===== config.mk =====
export PLATFORM = sky130hd
export DESIGN_NAME = tpd_decode
export DESIGN_NICKNAME = d
export VERILOG_FILES = /design/src/rtl/tpd_pkg.sv /design/src/rtl/tpd_decode.sv /design/src/rtl/tpd_zero_sub.sv
export SDC_FILE = /design/constraint.sdc
export NUM_CORES = 1
export LEC_CHECK = 0
export BUFFER_PORTS_ARGS = -buffer_cell sky130_fd_sc_hd__buf_2
export CORE_AREA = 2 2 299 301
export DETAILED_ROUTE_END_ITERATION = 16
export DIE_AREA = 0 0 301 303
export MAX_ROUTING_LAYER = met4
export PLACE_DENSITY = 0.51
export RECOVER_POWER = 100
export REMOVE_ABC_BUFFERS = 1
export SLEW_MARGIN = 5
export SYNTH_ARGS = -nofsm -noshare
export SYNTH_HDL_FRONTEND = slang
export SYNTH_SLANG_ARGS = --single-unit
export TNS_END_PERCENT = 1

===== constraint.sdc =====
create_clock -name i_clk -period 2.9 [get_ports i_clk]
set_clock_uncertainty 0.2 [all_clocks]
set_input_delay 0.145 -clock i_clk [delete_from_list [all_inputs] [get_ports i_clk]]
set_output_delay 0.145 -clock i_clk [all_outputs]
set_load 0.01 [all_outputs]

===== src/rtl/tpd_pkg.sv =====
// constants, types and helpers for the two-parcel format and operand decoder
// assumes one cpu clock; parcels are 16 bits, packed four to a 64-bit word
//
// Behaviour
// - immediate-22 type: 7-bit opcode, destination, 22-bit constant
// - memory type: 4-bit opcode, index, register, 22-bit displacement
// - branch type: 7-bit opcode, 24-bit parcel target
// - immediate-24 type: set i top bit, 24-bit constant
// - address reg zero gives zero, or one
// - scalar reg zero gives zero, or sign bit
// - special operands skip reservation check on zero
// - special operands never alter stored register zero
// - register zero in i field reads true contents
// - code 002000 loads one into vector length
// - four parcels per word, instructions span words
package tpd_pkg;

    // widths
    localparam int PARCEL_W = 16;                   // one instruction parcel
    localparam int WORD_W   = 64;                   // one fetched word
    localparam int INST_W   = 32;                   // two parcels joined
    localparam int A_W      = 24;                   // address register width
    localparam int S_W      = 64;                   // scalar register width
    localparam int IMM22_W  = 22;                   // jkm constant
    localparam int IMM24_W  = 24;                   // ijkm constant or target
    localparam int VECLEN_W = 7;                    // vector length register

    // field positions inside the joined instruction
    localparam int F_G_LO   = 28;                   // g, 4 bits
    localparam int F_H_LO   = 25;                   // h, 3 bits
    localparam int F_I_LO   = 22;                   // i, 3 bits
    localparam int F_J_LO   = 19;                   // j, 3 bits
    localparam int F_K_LO   = 16;                   // k, 3 bits
    localparam int F_GH_LO  = 25;                   // gh, 7 bits
    localparam int F_ITOP   = 24;                   // top bit of i

    // opcodes
    localparam logic [6:0] GH_VECLEN   = 7'h02;     // enter vector length from ak
    localparam logic [6:0] GH_IMM22_A  = 7'h10;     // 22-bit constant to a register
    localparam logic [6:0] GH_IMM22_S  = 7'h20;     // 22-bit constant to s register
    localparam logic [6:0] GH_BR_LO    = 7'h06;     // first two-parcel branch
    localparam logic [6:0] GH_BR_HI    = 7'h0f;     // last two-parcel branch
    localparam logic [3:0] G_IMM24     = 4'h2;      // 24-bit constant, i top set
    localparam logic [3:0] G_MEM_LO    = 4'h8;      // first scalar memory opcode
    localparam logic [3:0] G_MEM_HI    = 4'hb;      // last scalar memory opcode

    // special operand values
    localparam logic [A_W-1:0] A_SPECIAL_H = 24'h00_0000;            // ah, h=0
    localparam logic [A_W-1:0] A_SPECIAL_J = 24'h00_0000;            // aj, j=0
    localparam logic [A_W-1:0] A_SPECIAL_K = 24'h00_0001;            // ak, k=0
    localparam logic [S_W-1:0] S_SPECIAL_J = 64'h0000_0000_0000_0000; // sj, j=0
    localparam logic [S_W-1:0] S_SPECIAL_K = 64'h8000_0000_0000_0000; // sk, k=0

    // reset values
    localparam logic [1:0]      PTR_RST  = 2'h0;
    localparam logic [WORD_W-1:0] WORD_RST = 64'h0;

    // instruction format seen at issue
    typedef enum logic [2:0] {
        FMT_ONE    = 3'b000,
        FMT_IMM22  = 3'b001,
        FMT_MEM    = 3'b010,
        FMT_BRANCH = 3'b011,
        FMT_IMM24  = 3'b100
    } tpd_fmt_e;

    // parcel engine state
    typedef enum logic {
        ST_RUN   = 1'b0,
        ST_SPLIT = 1'b1
    } tpd_state_e;

    // two-parcel test made on the leading parcel only
    function automatic logic tpd_two_parcel(input logic [PARCEL_W-1:0] p);
        logic [6:0] gh;
        logic [3:0] g;
        gh = p[15:9];
        g  = p[15:12];
        tpd_two_parcel = (gh == GH_IMM22_A) || (gh == GH_IMM22_S) ||
                         (gh >= GH_BR_LO && gh <= GH_BR_HI) ||
                         (g == G_IMM24) ||
                         (g >= G_MEM_LO && g <= G_MEM_HI);
    endfunction

endpackage


===== src/rtl/tpd_decode.sv =====
// parcel walker and two-parcel format decoder with register zero operands
// assumes fetch words arrive with valid/ready and register reads answer
// combinationally on the designator outputs in the same cycle
`timescale 1ns/1ps
`default_nettype none
module tpd_decode (
    input  wire logic                           i_clk,          // cpu clock
    input  wire logic                           i_nrst,         // sync reset
    input  wire logic                           i_word_valid,   // fetch word offered
    input  wire logic [tpd_pkg::WORD_W-1:0]     i_word,         // four parcels
    output logic                                o_word_ready,   // word taken
    input  wire logic                           i_redirect,     // branch taken
    input  wire logic [1:0]                     i_redirect_parcel, // start parcel
    output logic [2:0]                          o_rd_h,         // read address h
    output logic [2:0]                          o_rd_i,         // read address i
    output logic [2:0]                          o_rd_j,         // read address j
    output logic [2:0]                          o_rd_k,         // read address k
    input  wire logic [tpd_pkg::A_W-1:0]        i_ah_data,      // a[h] contents
    input  wire logic [tpd_pkg::A_W-1:0]        i_ai_data,      // a[i] contents
    input  wire logic [tpd_pkg::A_W-1:0]        i_aj_data,      // a[j] contents
    input  wire logic [tpd_pkg::A_W-1:0]        i_ak_data,      // a[k] contents
    input  wire logic [tpd_pkg::S_W-1:0]        i_si_data,      // s[i] contents
    input  wire logic [tpd_pkg::S_W-1:0]        i_sj_data,      // s[j] contents
    input  wire logic [tpd_pkg::S_W-1:0]        i_sk_data,      // s[k] contents
    output logic                                o_issue,        // one-cycle issue
    output tpd_pkg::tpd_fmt_e                   o_format,       // issued format
    output logic [6:0]                          o_gh,           // opcode g and h
    output logic [2:0]                          o_h,            // index / dest
    output logic [2:0]                          o_i,            // result register
    output logic [tpd_pkg::IMM22_W-1:0]         o_imm22,        // jkm field
    output logic [tpd_pkg::IMM24_W-1:0]         o_imm24,        // ijkm field
    output logic [tpd_pkg::IMM24_W-1:0]         o_target,       // parcel target
    output logic [tpd_pkg::A_W-1:0]             o_ah,           // a index operand
    output logic [tpd_pkg::A_W-1:0]             o_ai,           // a i operand
    output logic [tpd_pkg::A_W-1:0]             o_aj,           // a j operand
    output logic [tpd_pkg::A_W-1:0]             o_ak,           // a k operand
    output logic [tpd_pkg::S_W-1:0]             o_si,           // s i operand
    output logic [tpd_pkg::S_W-1:0]             o_sj,           // s j operand
    output logic [tpd_pkg::S_W-1:0]             o_sk,           // s k operand
    output logic                                o_chk_ah,       // check a[h]
    output logic                                o_chk_aj,       // check a[j]
    output logic                                o_chk_ak,       // check a[k]
    output logic                                o_chk_sj,       // check s[j]
    output logic                                o_chk_sk,       // check s[k]
    output logic                                o_veclen_we,    // vector length write
    output logic [tpd_pkg::VECLEN_W-1:0]        o_veclen_data   // vector length value
);
    import tpd_pkg::*;

    logic [WORD_W-1:0]   word_q;                // current fetch word
    logic                word_vld_q;            // word_q holds parcels
    logic [1:0]          ptr_q;                 // next parcel position
    logic [1:0]          ptr_d;
    logic [PARCEL_W-1:0] first_q;               // leading parcel of a split
    tpd_state_e          state_q;               // run or waiting for second half
    logic [PARCEL_W-1:0] parcel [4];            // word split into parcels
    logic [PARCEL_W-1:0] cur;                   // parcel at ptr_q
    logic [PARCEL_W-1:0] nxt;                   // parcel after ptr_q
    logic                cur_two;               // cur opens a two-parcel
    logic                issue_one;             // one-parcel issue
    logic                issue_in;              // two-parcel within one word
    logic                split;                 // two-parcel crosses a word
    logic                issue_sp;              // second half of a split
    logic                issue;                 // any issue this cycle
    logic                word_done;             // last parcel of word used
    logic                load;                  // fetch word accepted
    logic [INST_W-1:0]   inst;                  // joined instruction
    tpd_fmt_e            fmt;                   // decoded format
    logic [A_W-1:0]      ah_v, aj_v, ak_v;      // substituted a operands
    logic [S_W-1:0]      sj_v, sk_v;            // substituted s operands
    logic                ah_c, aj_c, ak_c;      // a reservation checks
    logic                sj_c, sk_c;            // s reservation checks

    // parcel 0 is the leftmost, most significant quarter of a word
    always_comb begin
        for (int n = 0; n < 4; n++) begin
            parcel[n] = word_q[WORD_W-1-PARCEL_W*n -: PARCEL_W];
        end
        cur     = parcel[ptr_q];
        nxt     = parcel[2'(ptr_q + 2'h1)];
        cur_two = tpd_two_parcel(cur);
    end

    // issue decisions; a split holds issue until the next word lands
    always_comb begin
        issue_one = (state_q == ST_RUN) && word_vld_q && !cur_two;
        issue_in  = (state_q == ST_RUN) && word_vld_q && cur_two && (ptr_q != 2'h3);
        split     = (state_q == ST_RUN) && word_vld_q && cur_two && (ptr_q == 2'h3);
        issue_sp  = (state_q == ST_SPLIT) && word_vld_q;
        issue     = issue_one || issue_in || issue_sp;
        word_done = (issue_one && ptr_q == 2'h3) || (issue_in && ptr_q[1]) || split;
        o_word_ready = !word_vld_q || word_done;
        load      = i_word_valid && o_word_ready && !i_redirect;
    end

    // join the parcels of the instruction being issued
    always_comb begin
        if (issue_sp) begin
            inst = {first_q, parcel[0]};        // second parcel from next word
        end else if (cur_two) begin
            inst = {cur, nxt};
        end else begin
            inst = {cur, 16'h0000};
        end
    end

    // format by opcode; the i top bit separates the 24-bit constant
    always_comb begin
        fmt = FMT_ONE;
        if (!issue_sp && !cur_two) begin
            fmt = FMT_ONE;
        end else if (inst[31:28] == G_IMM24 && inst[F_ITOP]) begin
            fmt = FMT_IMM24;
        end else if (inst[31:25] == GH_IMM22_A || inst[31:25] == GH_IMM22_S) begin
            fmt = FMT_IMM22;
        end else if (inst[31:28] >= G_MEM_LO && inst[31:28] <= G_MEM_HI) begin
            fmt = FMT_MEM;
        end else begin
            fmt = FMT_BRANCH;
        end
    end

    // designators go straight to the register file read ports
    always_comb begin
        o_rd_h = inst[F_H_LO +: 3];
        o_rd_i = inst[F_I_LO +: 3];
        o_rd_j = inst[F_J_LO +: 3];
        o_rd_k = inst[F_K_LO +: 3];
    end

    // register zero substitution; j and k only as one-parcel operands
    tpd_zero_sub #(.W(A_W), .SPECIAL(A_SPECIAL_H)) u_ah (
        .i_desig  (o_rd_h),
        .i_enable (fmt == FMT_MEM),
        .i_data   (i_ah_data),
        .o_value  (ah_v),
        .o_check  (ah_c)
    );
    tpd_zero_sub #(.W(A_W), .SPECIAL(A_SPECIAL_J)) u_aj (
        .i_desig  (o_rd_j),
        .i_enable (fmt == FMT_ONE),
        .i_data   (i_aj_data),
        .o_value  (aj_v),
        .o_check  (aj_c)
    );
    tpd_zero_sub #(.W(A_W), .SPECIAL(A_SPECIAL_K)) u_ak (
        .i_desig  (o_rd_k),
        .i_enable (fmt == FMT_ONE),
        .i_data   (i_ak_data),
        .o_value  (ak_v),
        .o_check  (ak_c)
    );
    tpd_zero_sub #(.W(S_W), .SPECIAL(S_SPECIAL_J)) u_sj (
        .i_desig  (o_rd_j),
        .i_enable (fmt == FMT_ONE),
        .i_data   (i_sj_data),
        .o_value  (sj_v),
        .o_check  (sj_c)
    );
    tpd_zero_sub #(.W(S_W), .SPECIAL(S_SPECIAL_K)) u_sk (
        .i_desig  (o_rd_k),
        .i_enable (fmt == FMT_ONE),
        .i_data   (i_sk_data),
        .o_value  (sk_v),
        .o_check  (sk_c)
    );

    // fetch word holding register
    always_ff @(posedge i_clk) begin
        if (!i_nrst) begin
            word_q     <= WORD_RST;
            word_vld_q <= 1'b0;
        end else if (i_redirect) begin
            word_vld_q <= 1'b0;                 // flush on branch
        end else if (load) begin
            word_q     <= i_word;
            word_vld_q <= 1'b1;
        end else if (word_done) begin
            word_vld_q <= 1'b0;
        end
    end

    // parcel pointer; wraps to parcel 0 of the next word
    always_comb begin
        ptr_d = ptr_q;
        if (i_redirect) begin
            ptr_d = i_redirect_parcel;          // any parcel may be a target
        end else if (issue_sp) begin
            ptr_d = 2'h1;
        end else if (issue_in) begin
            ptr_d = 2'(ptr_q + 2'h2);
        end else if (issue_one) begin
            ptr_d = 2'(ptr_q + 2'h1);
        end
    end

    always_ff @(posedge i_clk) begin
        if (!i_nrst) begin
            ptr_q <= PTR_RST;
        end else begin
            ptr_q <= ptr_d;
        end
    end

    // split state and the held leading parcel
    always_ff @(posedge i_clk) begin
        if (!i_nrst) begin
            state_q <= ST_RUN;
            first_q <= 16'h0000;
        end else if (i_redirect) begin
            state_q <= ST_RUN;                  // abandon a half instruction
        end else if (split) begin
            state_q <= ST_SPLIT;
            first_q <= cur;
        end else if (issue_sp) begin
            state_q <= ST_RUN;
        end
    end

    // issued fields; register zero stores are never written
    always_ff @(posedge i_clk) begin
        if (!i_nrst) begin
            o_issue  <= 1'b0;
            o_format <= FMT_ONE;
            o_gh     <= 7'h00;
            o_h      <= 3'h0;
            o_i      <= 3'h0;
            o_imm22  <= 22'h00_0000;
            o_imm24  <= 24'h00_0000;
            o_target <= 24'h00_0000;
        end else begin
            o_issue  <= issue && !i_redirect;
            if (issue) begin
                o_format <= fmt;
                o_gh     <= inst[F_GH_LO +: 7];
                o_h      <= inst[F_H_LO +: 3];
                o_i      <= inst[F_I_LO +: 3];
                o_imm22  <= inst[IMM22_W-1:0];
                o_imm24  <= inst[IMM24_W-1:0];
                o_target <= inst[IMM24_W-1:0];
            end
        end
    end

    // operand values and check flags captured at issue
    always_ff @(posedge i_clk) begin
        if (!i_nrst) begin
            o_ah     <= 24'h00_0000;
            o_ai     <= 24'h00_0000;
            o_aj     <= 24'h00_0000;
            o_ak     <= 24'h00_0000;
            o_si     <= 64'h0;
            o_sj     <= 64'h0;
            o_sk     <= 64'h0;
            o_chk_ah <= 1'b0;
            o_chk_aj <= 1'b0;
            o_chk_ak <= 1'b0;
            o_chk_sj <= 1'b0;
            o_chk_sk <= 1'b0;
        end else if (issue) begin
            o_ah     <= ah_v;
            o_ai     <= i_ai_data;
            o_aj     <= aj_v;
            o_ak     <= ak_v;
            o_si     <= i_si_data;
            o_sj     <= sj_v;
            o_sk     <= sk_v;
            o_chk_ah <= ah_c;
            o_chk_aj <= aj_c;
            o_chk_ak <= ak_c;
            o_chk_sj <= sj_c;
            o_chk_sk <= sk_c;
        end
    end

    // vector length enter takes the k operand, one when k is zero
    always_ff @(posedge i_clk) begin
        if (!i_nrst) begin
            o_veclen_we   <= 1'b0;
            o_veclen_data <= 7'h00;
        end else begin
            o_veclen_we <= issue && !i_redirect && fmt == FMT_ONE &&
                           inst[F_GH_LO +: 7] == GH_VECLEN;
            if (issue && fmt == FMT_ONE && inst[F_GH_LO +: 7] == GH_VECLEN) begin
                o_veclen_data <= ak_v[VECLEN_W-1:0];
            end
        end
    end
endmodule
`default_nettype wire


===== src/rtl/tpd_zero_sub.sv =====
// register zero operand substitution for one designator field
// assumes i_data is the register file read for the same designator
`timescale 1ns/1ps
`default_nettype none
module tpd_zero_sub #(
    parameter int               W       = 24,   // operand width
    parameter logic [W-1:0]     SPECIAL = '0    // value given for register zero
) (
    input  wire logic [2:0]     i_desig,        // register designator
    input  wire logic           i_enable,       // field takes special meaning
    input  wire logic [W-1:0]   i_data,         // stored register contents
    output logic      [W-1:0]   o_value,        // operand handed on
    output logic                o_check         // reservation check needed
);
    logic zero_hit;                             // register zero named here

    // substitute the generated value; the stored copy is only read
    always_comb begin
        zero_hit = i_enable && (i_desig == 3'h0);
        o_value  = zero_hit ? SPECIAL : i_data;
        o_check  = !zero_hit;
    end
endmodule
`default_nettype wire


Word level (Yosys, flattened, before mapping) --
Index checks and enable logic that the tools add are counted.
Word-level totals: output and inout bits 401, input port bits 358, ROM bits 0, memories kept 0, flip-flop bits (word level) 446, latch bits 0, RAM bits 0
Cells by class: multipliers 0, shifts and indexed selects 0, reductions and logical operators 50, div/mod/pow operators 0, multiplexer cells 25, equal/unequal tests 10, bitwise logic cells 5, add/sub/neg operators 2, magnitude comparators 8
Operators by type and width (number):
- two-way mux 64 bit | 2
- two-way mux 16 bit | 5
- two-way mux 24 bit | 3
- binary-select mux 16 bit (select 2 bit) | 2
- two-way mux 32 bit | 1
- logical AND 1 bit | 23
- equality test 7 x 5 -> 1 bit (second input constant) | 2
- equality test 7 x 6 -> 1 bit (second input constant) | 2
- logical NOT 3 bit | 4
- logical OR 1 bit | 10
- two-way mux 2 bit | 5
- equality test 4 x 2 -> 1 bit (second input constant) | 2
- greater-or-equal comparator 4 bit (second input constant) | 2
- <= comparator 4 bit (second input constant) | 2
- equality test 7 x 2 -> 1 bit (second input constant) | 1
- greater-or-equal comparator 7 x 3 -> 1 bit (second input constant) | 1
- <= comparator 7 x 4 -> 1 bit (second input constant) | 1
- logical NOT 1 bit | 7
- greater-or-equal comparator 3 bit (second input constant) | 2
- two-way mux 3 bit | 2
- NOT 2 -> 3 bit | 2
- two-way mux 1 bit | 5
- AND reduction 2 bit | 2
- nonzero test 2 bit | 2
- 8 further kinds | 10

Logic depth before layout (Yosys ltp) --
depth after elaboration 20, depth in mapped cells 10, depth with buffers taken out 6

By module --
Synthesis repeated with hierarchy kept, for this count alone.
Second synthesis, totals: cells, all modules 2236, area total of the unflattened synthesis 18446.4 um2
By module, submodules not included:
- tpd_decode | seq. area each 8428.1 um2, area an instance 16883.7 um2, times used 1, cells each 2006
- tpd_zero_sub at u_sj ... | seq. area each 0.0 um2, area an instance 469.2 um2, times used 2, cells each 73
- tpd_zero_sub at u_ah ... | seq. area each 0.0 um2, area an instance 212.7 um2, times used 2, cells each 28
- tpd_zero_sub at u_ak | seq. area each 0.0 um2, area an instance 198.9 um2, times used 1, cells each 28

Worst setup path after synthesis --
No wires, ideal clock.
path kind register -> register, start point register ptr_q[1], end point register word_q[0], in the netlist parcel[0], data arrival time 2.597 ns, path slack 0.031 ns, cell stages (with the launch flop) 10, data required time 2.628 ns, path through dfxtp_1 > buf_6 > mux4_2 > or4b_4 > nor2_4 > o21ai_2 > a211oi_2 > buf_6 > buf_12 > mux2i_1
Between the ends: longest elaborated chain between the ends 18
RTL lines:
- start, declared | RTL line tpd_decode.sv:52 | logic [1:0] ptr_q;
- start signal, assigned | RTL line tpd_decode.sv:201 | ptr_q <= ptr_d;
- NOT 2 -> 3 bit (implied by the code) | RTL line tpd_decode.sv:79 | cur = parcel[ptr_q];
- binary-select mux 16 bit (select 2 bit) | RTL line tpd_decode.sv:79
- two-way mux 16 bit (implied by the code) (2 in series) | RTL line tpd_decode.sv:79
- greater-or-equal comparator 7 x 3 -> 1 bit, or another cell as far along | RTL line tpd_pkg.sv:80 | (gh >= GH_BR_LO && gh <= GH_BR_HI) ||
- logical AND 1 bit / logical OR 1 bit (equally long branches) | RTL line tpd_pkg.sv:80, tpd_pkg.sv:79
- logical OR 1 bit | RTL line tpd_pkg.sv:79 | tpd_two_parcel = (gh == GH_IMM22_A) || (gh == GH_IMM22_S) ||
- logical OR 1 bit | RTL line tpd_pkg.sv:80
- logical OR 1 bit | RTL line tpd_pkg.sv:81 | (g == G_IMM24) ||
- logical NOT 1 bit / logical AND 1 bit (equally long branches) | RTL line tpd_decode.sv:86, tpd_decode.sv:87, tpd_decode.sv:88
- logical AND 1 bit, on equally long branches | RTL line tpd_decode.sv:86, tpd_decode.sv:87
- logical AND 1 bit | RTL line tpd_decode.sv:91 | word_done = (issue_one && ptr_q == 2'h3) || (issue_in && ptr_q[1]) || split;
- logical OR 1 bit | RTL line tpd_decode.sv:91
- logical OR 1 bit (*) | RTL line tpd_decode.sv:91
- logical OR 1 bit (*) | RTL line tpd_decode.sv:92 | o_word_ready = !word_vld_q || word_done;
- logical AND 1 bit (*) (2 in series) | RTL line tpd_decode.sv:93 | load = i_word_valid && o_word_ready && !i_redirect;
- AND reduction 2 bit (no line) (*)
- end signal, assigned | RTL line tpd_decode.sv:176 | word_q <= i_word;
- end, declared | RTL line tpd_decode.sv:50 | logic [WORD_W-1:0] word_q;
Mark *: on every way between the ends. The rest lies on a longest branch, timed or not. The select of a mux whose other input is x is not followed. A chain may end at the register's enable or synchronous reset.

Final worst setup path --
start point register ptr_q[1], end point register o_sj[5] (netlist name)
Between the ends: longest elaborated chain between the ends 15
RTL lines:
- NOT 2 -> 3 bit (implied by the code) | RTL line tpd_decode.sv:79
- binary-select mux 16 bit (select 2 bit) | RTL line tpd_decode.sv:79
- two-way mux 16 bit (implied by the code) (2 in series) | RTL line tpd_decode.sv:79
- greater-or-equal comparator 7 x 3 -> 1 bit, or another cell as far along | RTL line tpd_pkg.sv:80
- logical AND 1 bit / logical OR 1 bit (equally long branches) | RTL line tpd_pkg.sv:80, tpd_pkg.sv:79
- logical OR 1 bit | RTL line tpd_pkg.sv:79
- logical OR 1 bit | RTL line tpd_pkg.sv:80
- logical OR 1 bit | RTL line tpd_pkg.sv:81
- logical NOT 1 bit | RTL line tpd_decode.sv:86, tpd_decode.sv:110
- logical AND 1 bit | RTL line tpd_decode.sv:110 | if (!issue_sp && !cur_two) begin
- two-way mux 3 bit | RTL line tpd_decode.sv:110
- logical NOT 3 bit | RTL line tpd_decode.sv:155 | .i_enable (fmt == FMT_ONE),
- logical AND 1 bit | RTL line tpd_zero_sub.sv:19 | zero_hit = i_enable && (i_desig == 3'h0);
- two-way mux 64 bit | RTL line tpd_zero_sub.sv:20 | o_value = zero_hit ? SPECIAL : i_data;
- end signal, assigned | RTL line tpd_decode.sv:266 | o_sj <= sj_v;
- end, declared | RTL line tpd_decode.sv:38 | output logic [tpd_pkg::S_W-1:0] o_sj,
Parallel ways exist; a longest one is shown, timed or not. The select of a mux whose other input is x is not followed.

==> results by group <==
Outcome
  – Run status: complete, but fails checks
  – Failing checks: negative setup slack

Finish
  – Final net count: 3479
  – Reg area: about 0.0084 sq mm
  – Layout area overhead: 60.66%
  – Multi-input logic area: around 0.0078 sq mm
  – Fillcell total: 9426
  – Share of cells above drive strength 1: 0.2211
  – Final std cell area, no fill: about 0.028 sq mm
  – Non-Filler Instances: 4314

Yosys
  – Ys flop type: dfxtp_1
  – Top post-synthesis cells by area: dfxtp_1 48%, nand2_1 13%, nand3_1 6.3%, o21ai_0 5.7%, a21boi_1 4.2%
  – Most frequent cell after synthesis: nand2_1
  – EDFF count, synth: 0
  – Avg Cell Area, Syn: approximately 8.6 sq um
  – Top post-synthesis cells by count: 586 x nand2_1, 419 x dfxtp_1, 220 x nand3_1
  – Cell taking the most area after synthesis: dfxtp_1
  – YS warnings: 0
  – Register area share after synthesis: 0.4833
  – Synth Register Bits: around 420
  – Share of the synthesized area in the top cell type: 0.4833
  – Async SR Flop Fraction: 0
  – Netlist cell types: 62
  – Mapped Area: 0.01736 sq mm
  – Synth Instances: 2018

Die
  – Die Height: approximately 300 um
  – Initial Util: 0.1973
  – Std-Cell Rows: 109
  – Core area: 0.08797 sq mm
  – Horiz. Die Dim: roughly 300 um
  – Ports: between 700 and 800
  – Full die area: ~0.091 sq mm

Clock tree
  – Worst-path clk slew: around 60 ps
  – Clock tree sinks: ~420
  – CTS root buffer: clkbuf_16
  – Worst-skew pair later-pin latency: approximately 570 ps
  – Clock buffer depth: 3
  – CTS tree: yes
  – TritonCTS Buffers: a little under 50
  – CTS H-tree depth: 2

Pwr
  – Power share of the clock group: 0.388
  – VDD IR-drop max: approximately 0.36 mV
  – Overall Power: about 15 mW
  – Power Density: about 550 mW/mm^2
  – Logic pwr share: 0.202
  – Flop pwr share: 0.411
  – Switching Share: 0.2806
  – Leakage: 11.14 nW
  – Internal power: ~11 mW
  – Switching Power: 4.343 mW

Global route
  – Initial antenna violation count: 1
  – GRT overflow: 0
  – Overall routing resource usage: 0.1441
  – Pin count of the biggest net entering global routing: 86
  – Vias in the first global route: 17759
  – Global-route wire length before repair: a little over 100000 um

Critical path
  – Critical path startpoint category: flip-flop
  – Critical Path RT: between 3000 and 4000 ps
  – Critical path peak fanout: 16
  – Worst r2r src: ptr_q[1]
  – Crit path from: ptr_q[1]
  – Setup crit end kind: flip-flop
  – Setup CP Type: flip-flop to flip-flop
  – CP Data Arrival Time: approximately 3400 ps

STA
  – RSZ-0062 raised after global routing: true
  – Fin crit share: 1.085
  – Setup Viol. Count Final: roughly 370
  – Setup ws final: -246.2 ps
  – Setup TNS: -42670 ps
  – Max_slew headroom: 0.6341
  – Final period demand of the worst path: 3146 ps
  – Fin. Hold Viols: 0
  – Highest clock rate: ~320 MHz
  – Pins Over Slew Limit: 0
  – Worst-Margin Slew: 548.8 ps

Drt
  – DR iter-0 viols: 1095
  – Wire per inst: ~16 um
  – DRC: 0
  – First-pass DRT Iterations: 7
  – Drt total wl: 69200 um
  – Routed Antenna Nets: 0
  – Via-to-Cell Ratio: between 4 and 5
  – Vias: ~18000

Min path
  – Hold WC Path Type: input port to flip-flop
  – Min-delay src: i_sj_data[12]

Placed design
  – Detailed Place HPWL: ~50000 um
  – Routability cong.: 0.8428
  – Post-Place Cell Area: 0.02283 sq mm
  – Port-buffer cells: around 760
  – Cells after DPL: approximately 3900

Job
  – Number of max-cap violations: 0
## power groups by stage
stage	clock (mW)	sequential, mW	combinational [mW]
2_1_floorplan	0	6.63	0.887
3_3_place_gp	0	6.45	2.69
3_5_place_dp	0	6.46	2.69
4_1_cts	6.21	6.34	3.17
5_1_grt	6.40	6.39	3.39
6_report	6.00	6.35	3.12
## layout by cell type (no fill, tap or decap), types with 3 or more instances in the layout
| master | count |
|---|---|
| nor2_1 | 23 |
| buf_6 | 15 |
| clkbuf_8 | 12 |
| clkinv_2 | 6 |
| o21ai_2 | 17 |
| a221oi_1 | 10 |
| nor3_1 | 4 |
| buf_2 | 368 |
| nand3_1 | 219 |
| o21ai_0 | 125 |
| buf_16 | 3 |
| o22ai_1 | 6 |
| mux2i_1 | 67 |
| nand2_1 | 583 |
| clkbuf_1 | 397 |
| o211ai_1 | 5 |
| inv_1 | 5 |
| buf_4 | 119 |
| a221oi_2 | 6 |
| o21ai_1 | 68 |
| a21boi_0 | 27 |
| dlygate4sd3_1 | 361 |
| a21boi_1 | 99 |
| o211a_1 | 5 |
| dfxtp_1 | 417 |
| mux4_2 | 32 |
| nand2_2 | 4 |
| buf_12 | 32 |
| a21oi_1 | 5 |
| clkbuf_16 | 50 |
## through the flow
stage,utilization,worst slack [ps],hold slack [ps]
after floorplan,-,-4401,77.58
after global routing,0.3170,-342.8,141.5
final,0.3170,-246.2,157.6
after CTS,0.3199,-303.0,101.5
after detailed placement,0.2595,-321.3,191.6
after global placement,0.2595,-258.5,184.2
## per-layer routing
| layer | share of wire | wire length (um) | track usage |
|---|---|---|---|
| met3 | 0.060 | 4173 | 0.02850 |
| met4 | 0.024 | 1681 | 0.04039 |
| met5 | 0 | 0 | - |
| met1 | 0.42 | 29400 | 0.1722 |
| met2 | 0.49 | 33940 | 0.2455 |
## registers in the layout (all words and copies together), names as in the netlist, 2 cells and up
register / flops
parcel: 64
o_veclen_data: 7
o_ak: 24
o_si: 64
o_ah: 24
o_gh: 7
ptr_q: 2
o_ai: 24
o_aj: 24
o_sk: 64
o_i: 3
o_imm22: 21
first_q: 16
o_sj: 64
o_format: 3
## what timing repair did
| action | CTS | global route |
|---|---|---|
| hold buffers | 361 | 0 |
| resized for setup | 87 | 40 |
| pin swaps | 43 | 9 |
| setup buffers | 4 | 10 |
| hold endpoints to repair | 375 | 0 |
| setup endpoints to repair | 404 | 418 |
| cloned | 2 | 1 |
## cells by family (layout without fill, tap and decap cells)
logic type / count (synthesis) / after routing / share of synthesized area
XOR/XNOR: 1 / 1 / 0.0005047
buffers and inverters: 243 / 1372 / 0.07894
adder cells (fa/ha/maj): 1 / 1 / 0.0007208
AO/OA/AOI/OAI: 391 / 392 / 0.1448
AND/OR/NAND/NOR: 862 / 862 / 0.2096
other: 0 / 1 / 0
flip-flops: 419 / 419 / 0.4833
multiplexers: 101 / 101 / 0.08211
## path summary, 6_finish.rpt
kind | depth (start not counted) | slack, ps | to
setup / recovery | 11 | -250 | o_sj[5]
hold / removal | 4 | 160 | o_sj[12]
setup reg to reg | 11 | -250 | o_sj[5]
hold reg to reg | 2 | 250 | o_ah[10]
## final cells by class
class	count	area share
clock inverter	9	0.003545
timing repair buffer	1288	0.3133
inverter	5	0.0006731
multi-input combinational	1357	0.2780
sequential	419	0.3009
tap	1165	0.05228
antenna	1	0.00008975
clock buffer	70	0.05111
## worst max-delay path, stage by stage (launching register included)
cell and delay (ps):
dfxtp_2 350, buf_6 130, mux4_2 600, buf_6 170
or4b_4 500, nor2_4 160, buf_4 140, nor2_4 50
a31o_4 300, buf_12 160, buf_12 140, o21ai_1 150
Note: power is estimated with default switching activity, not from simulation.
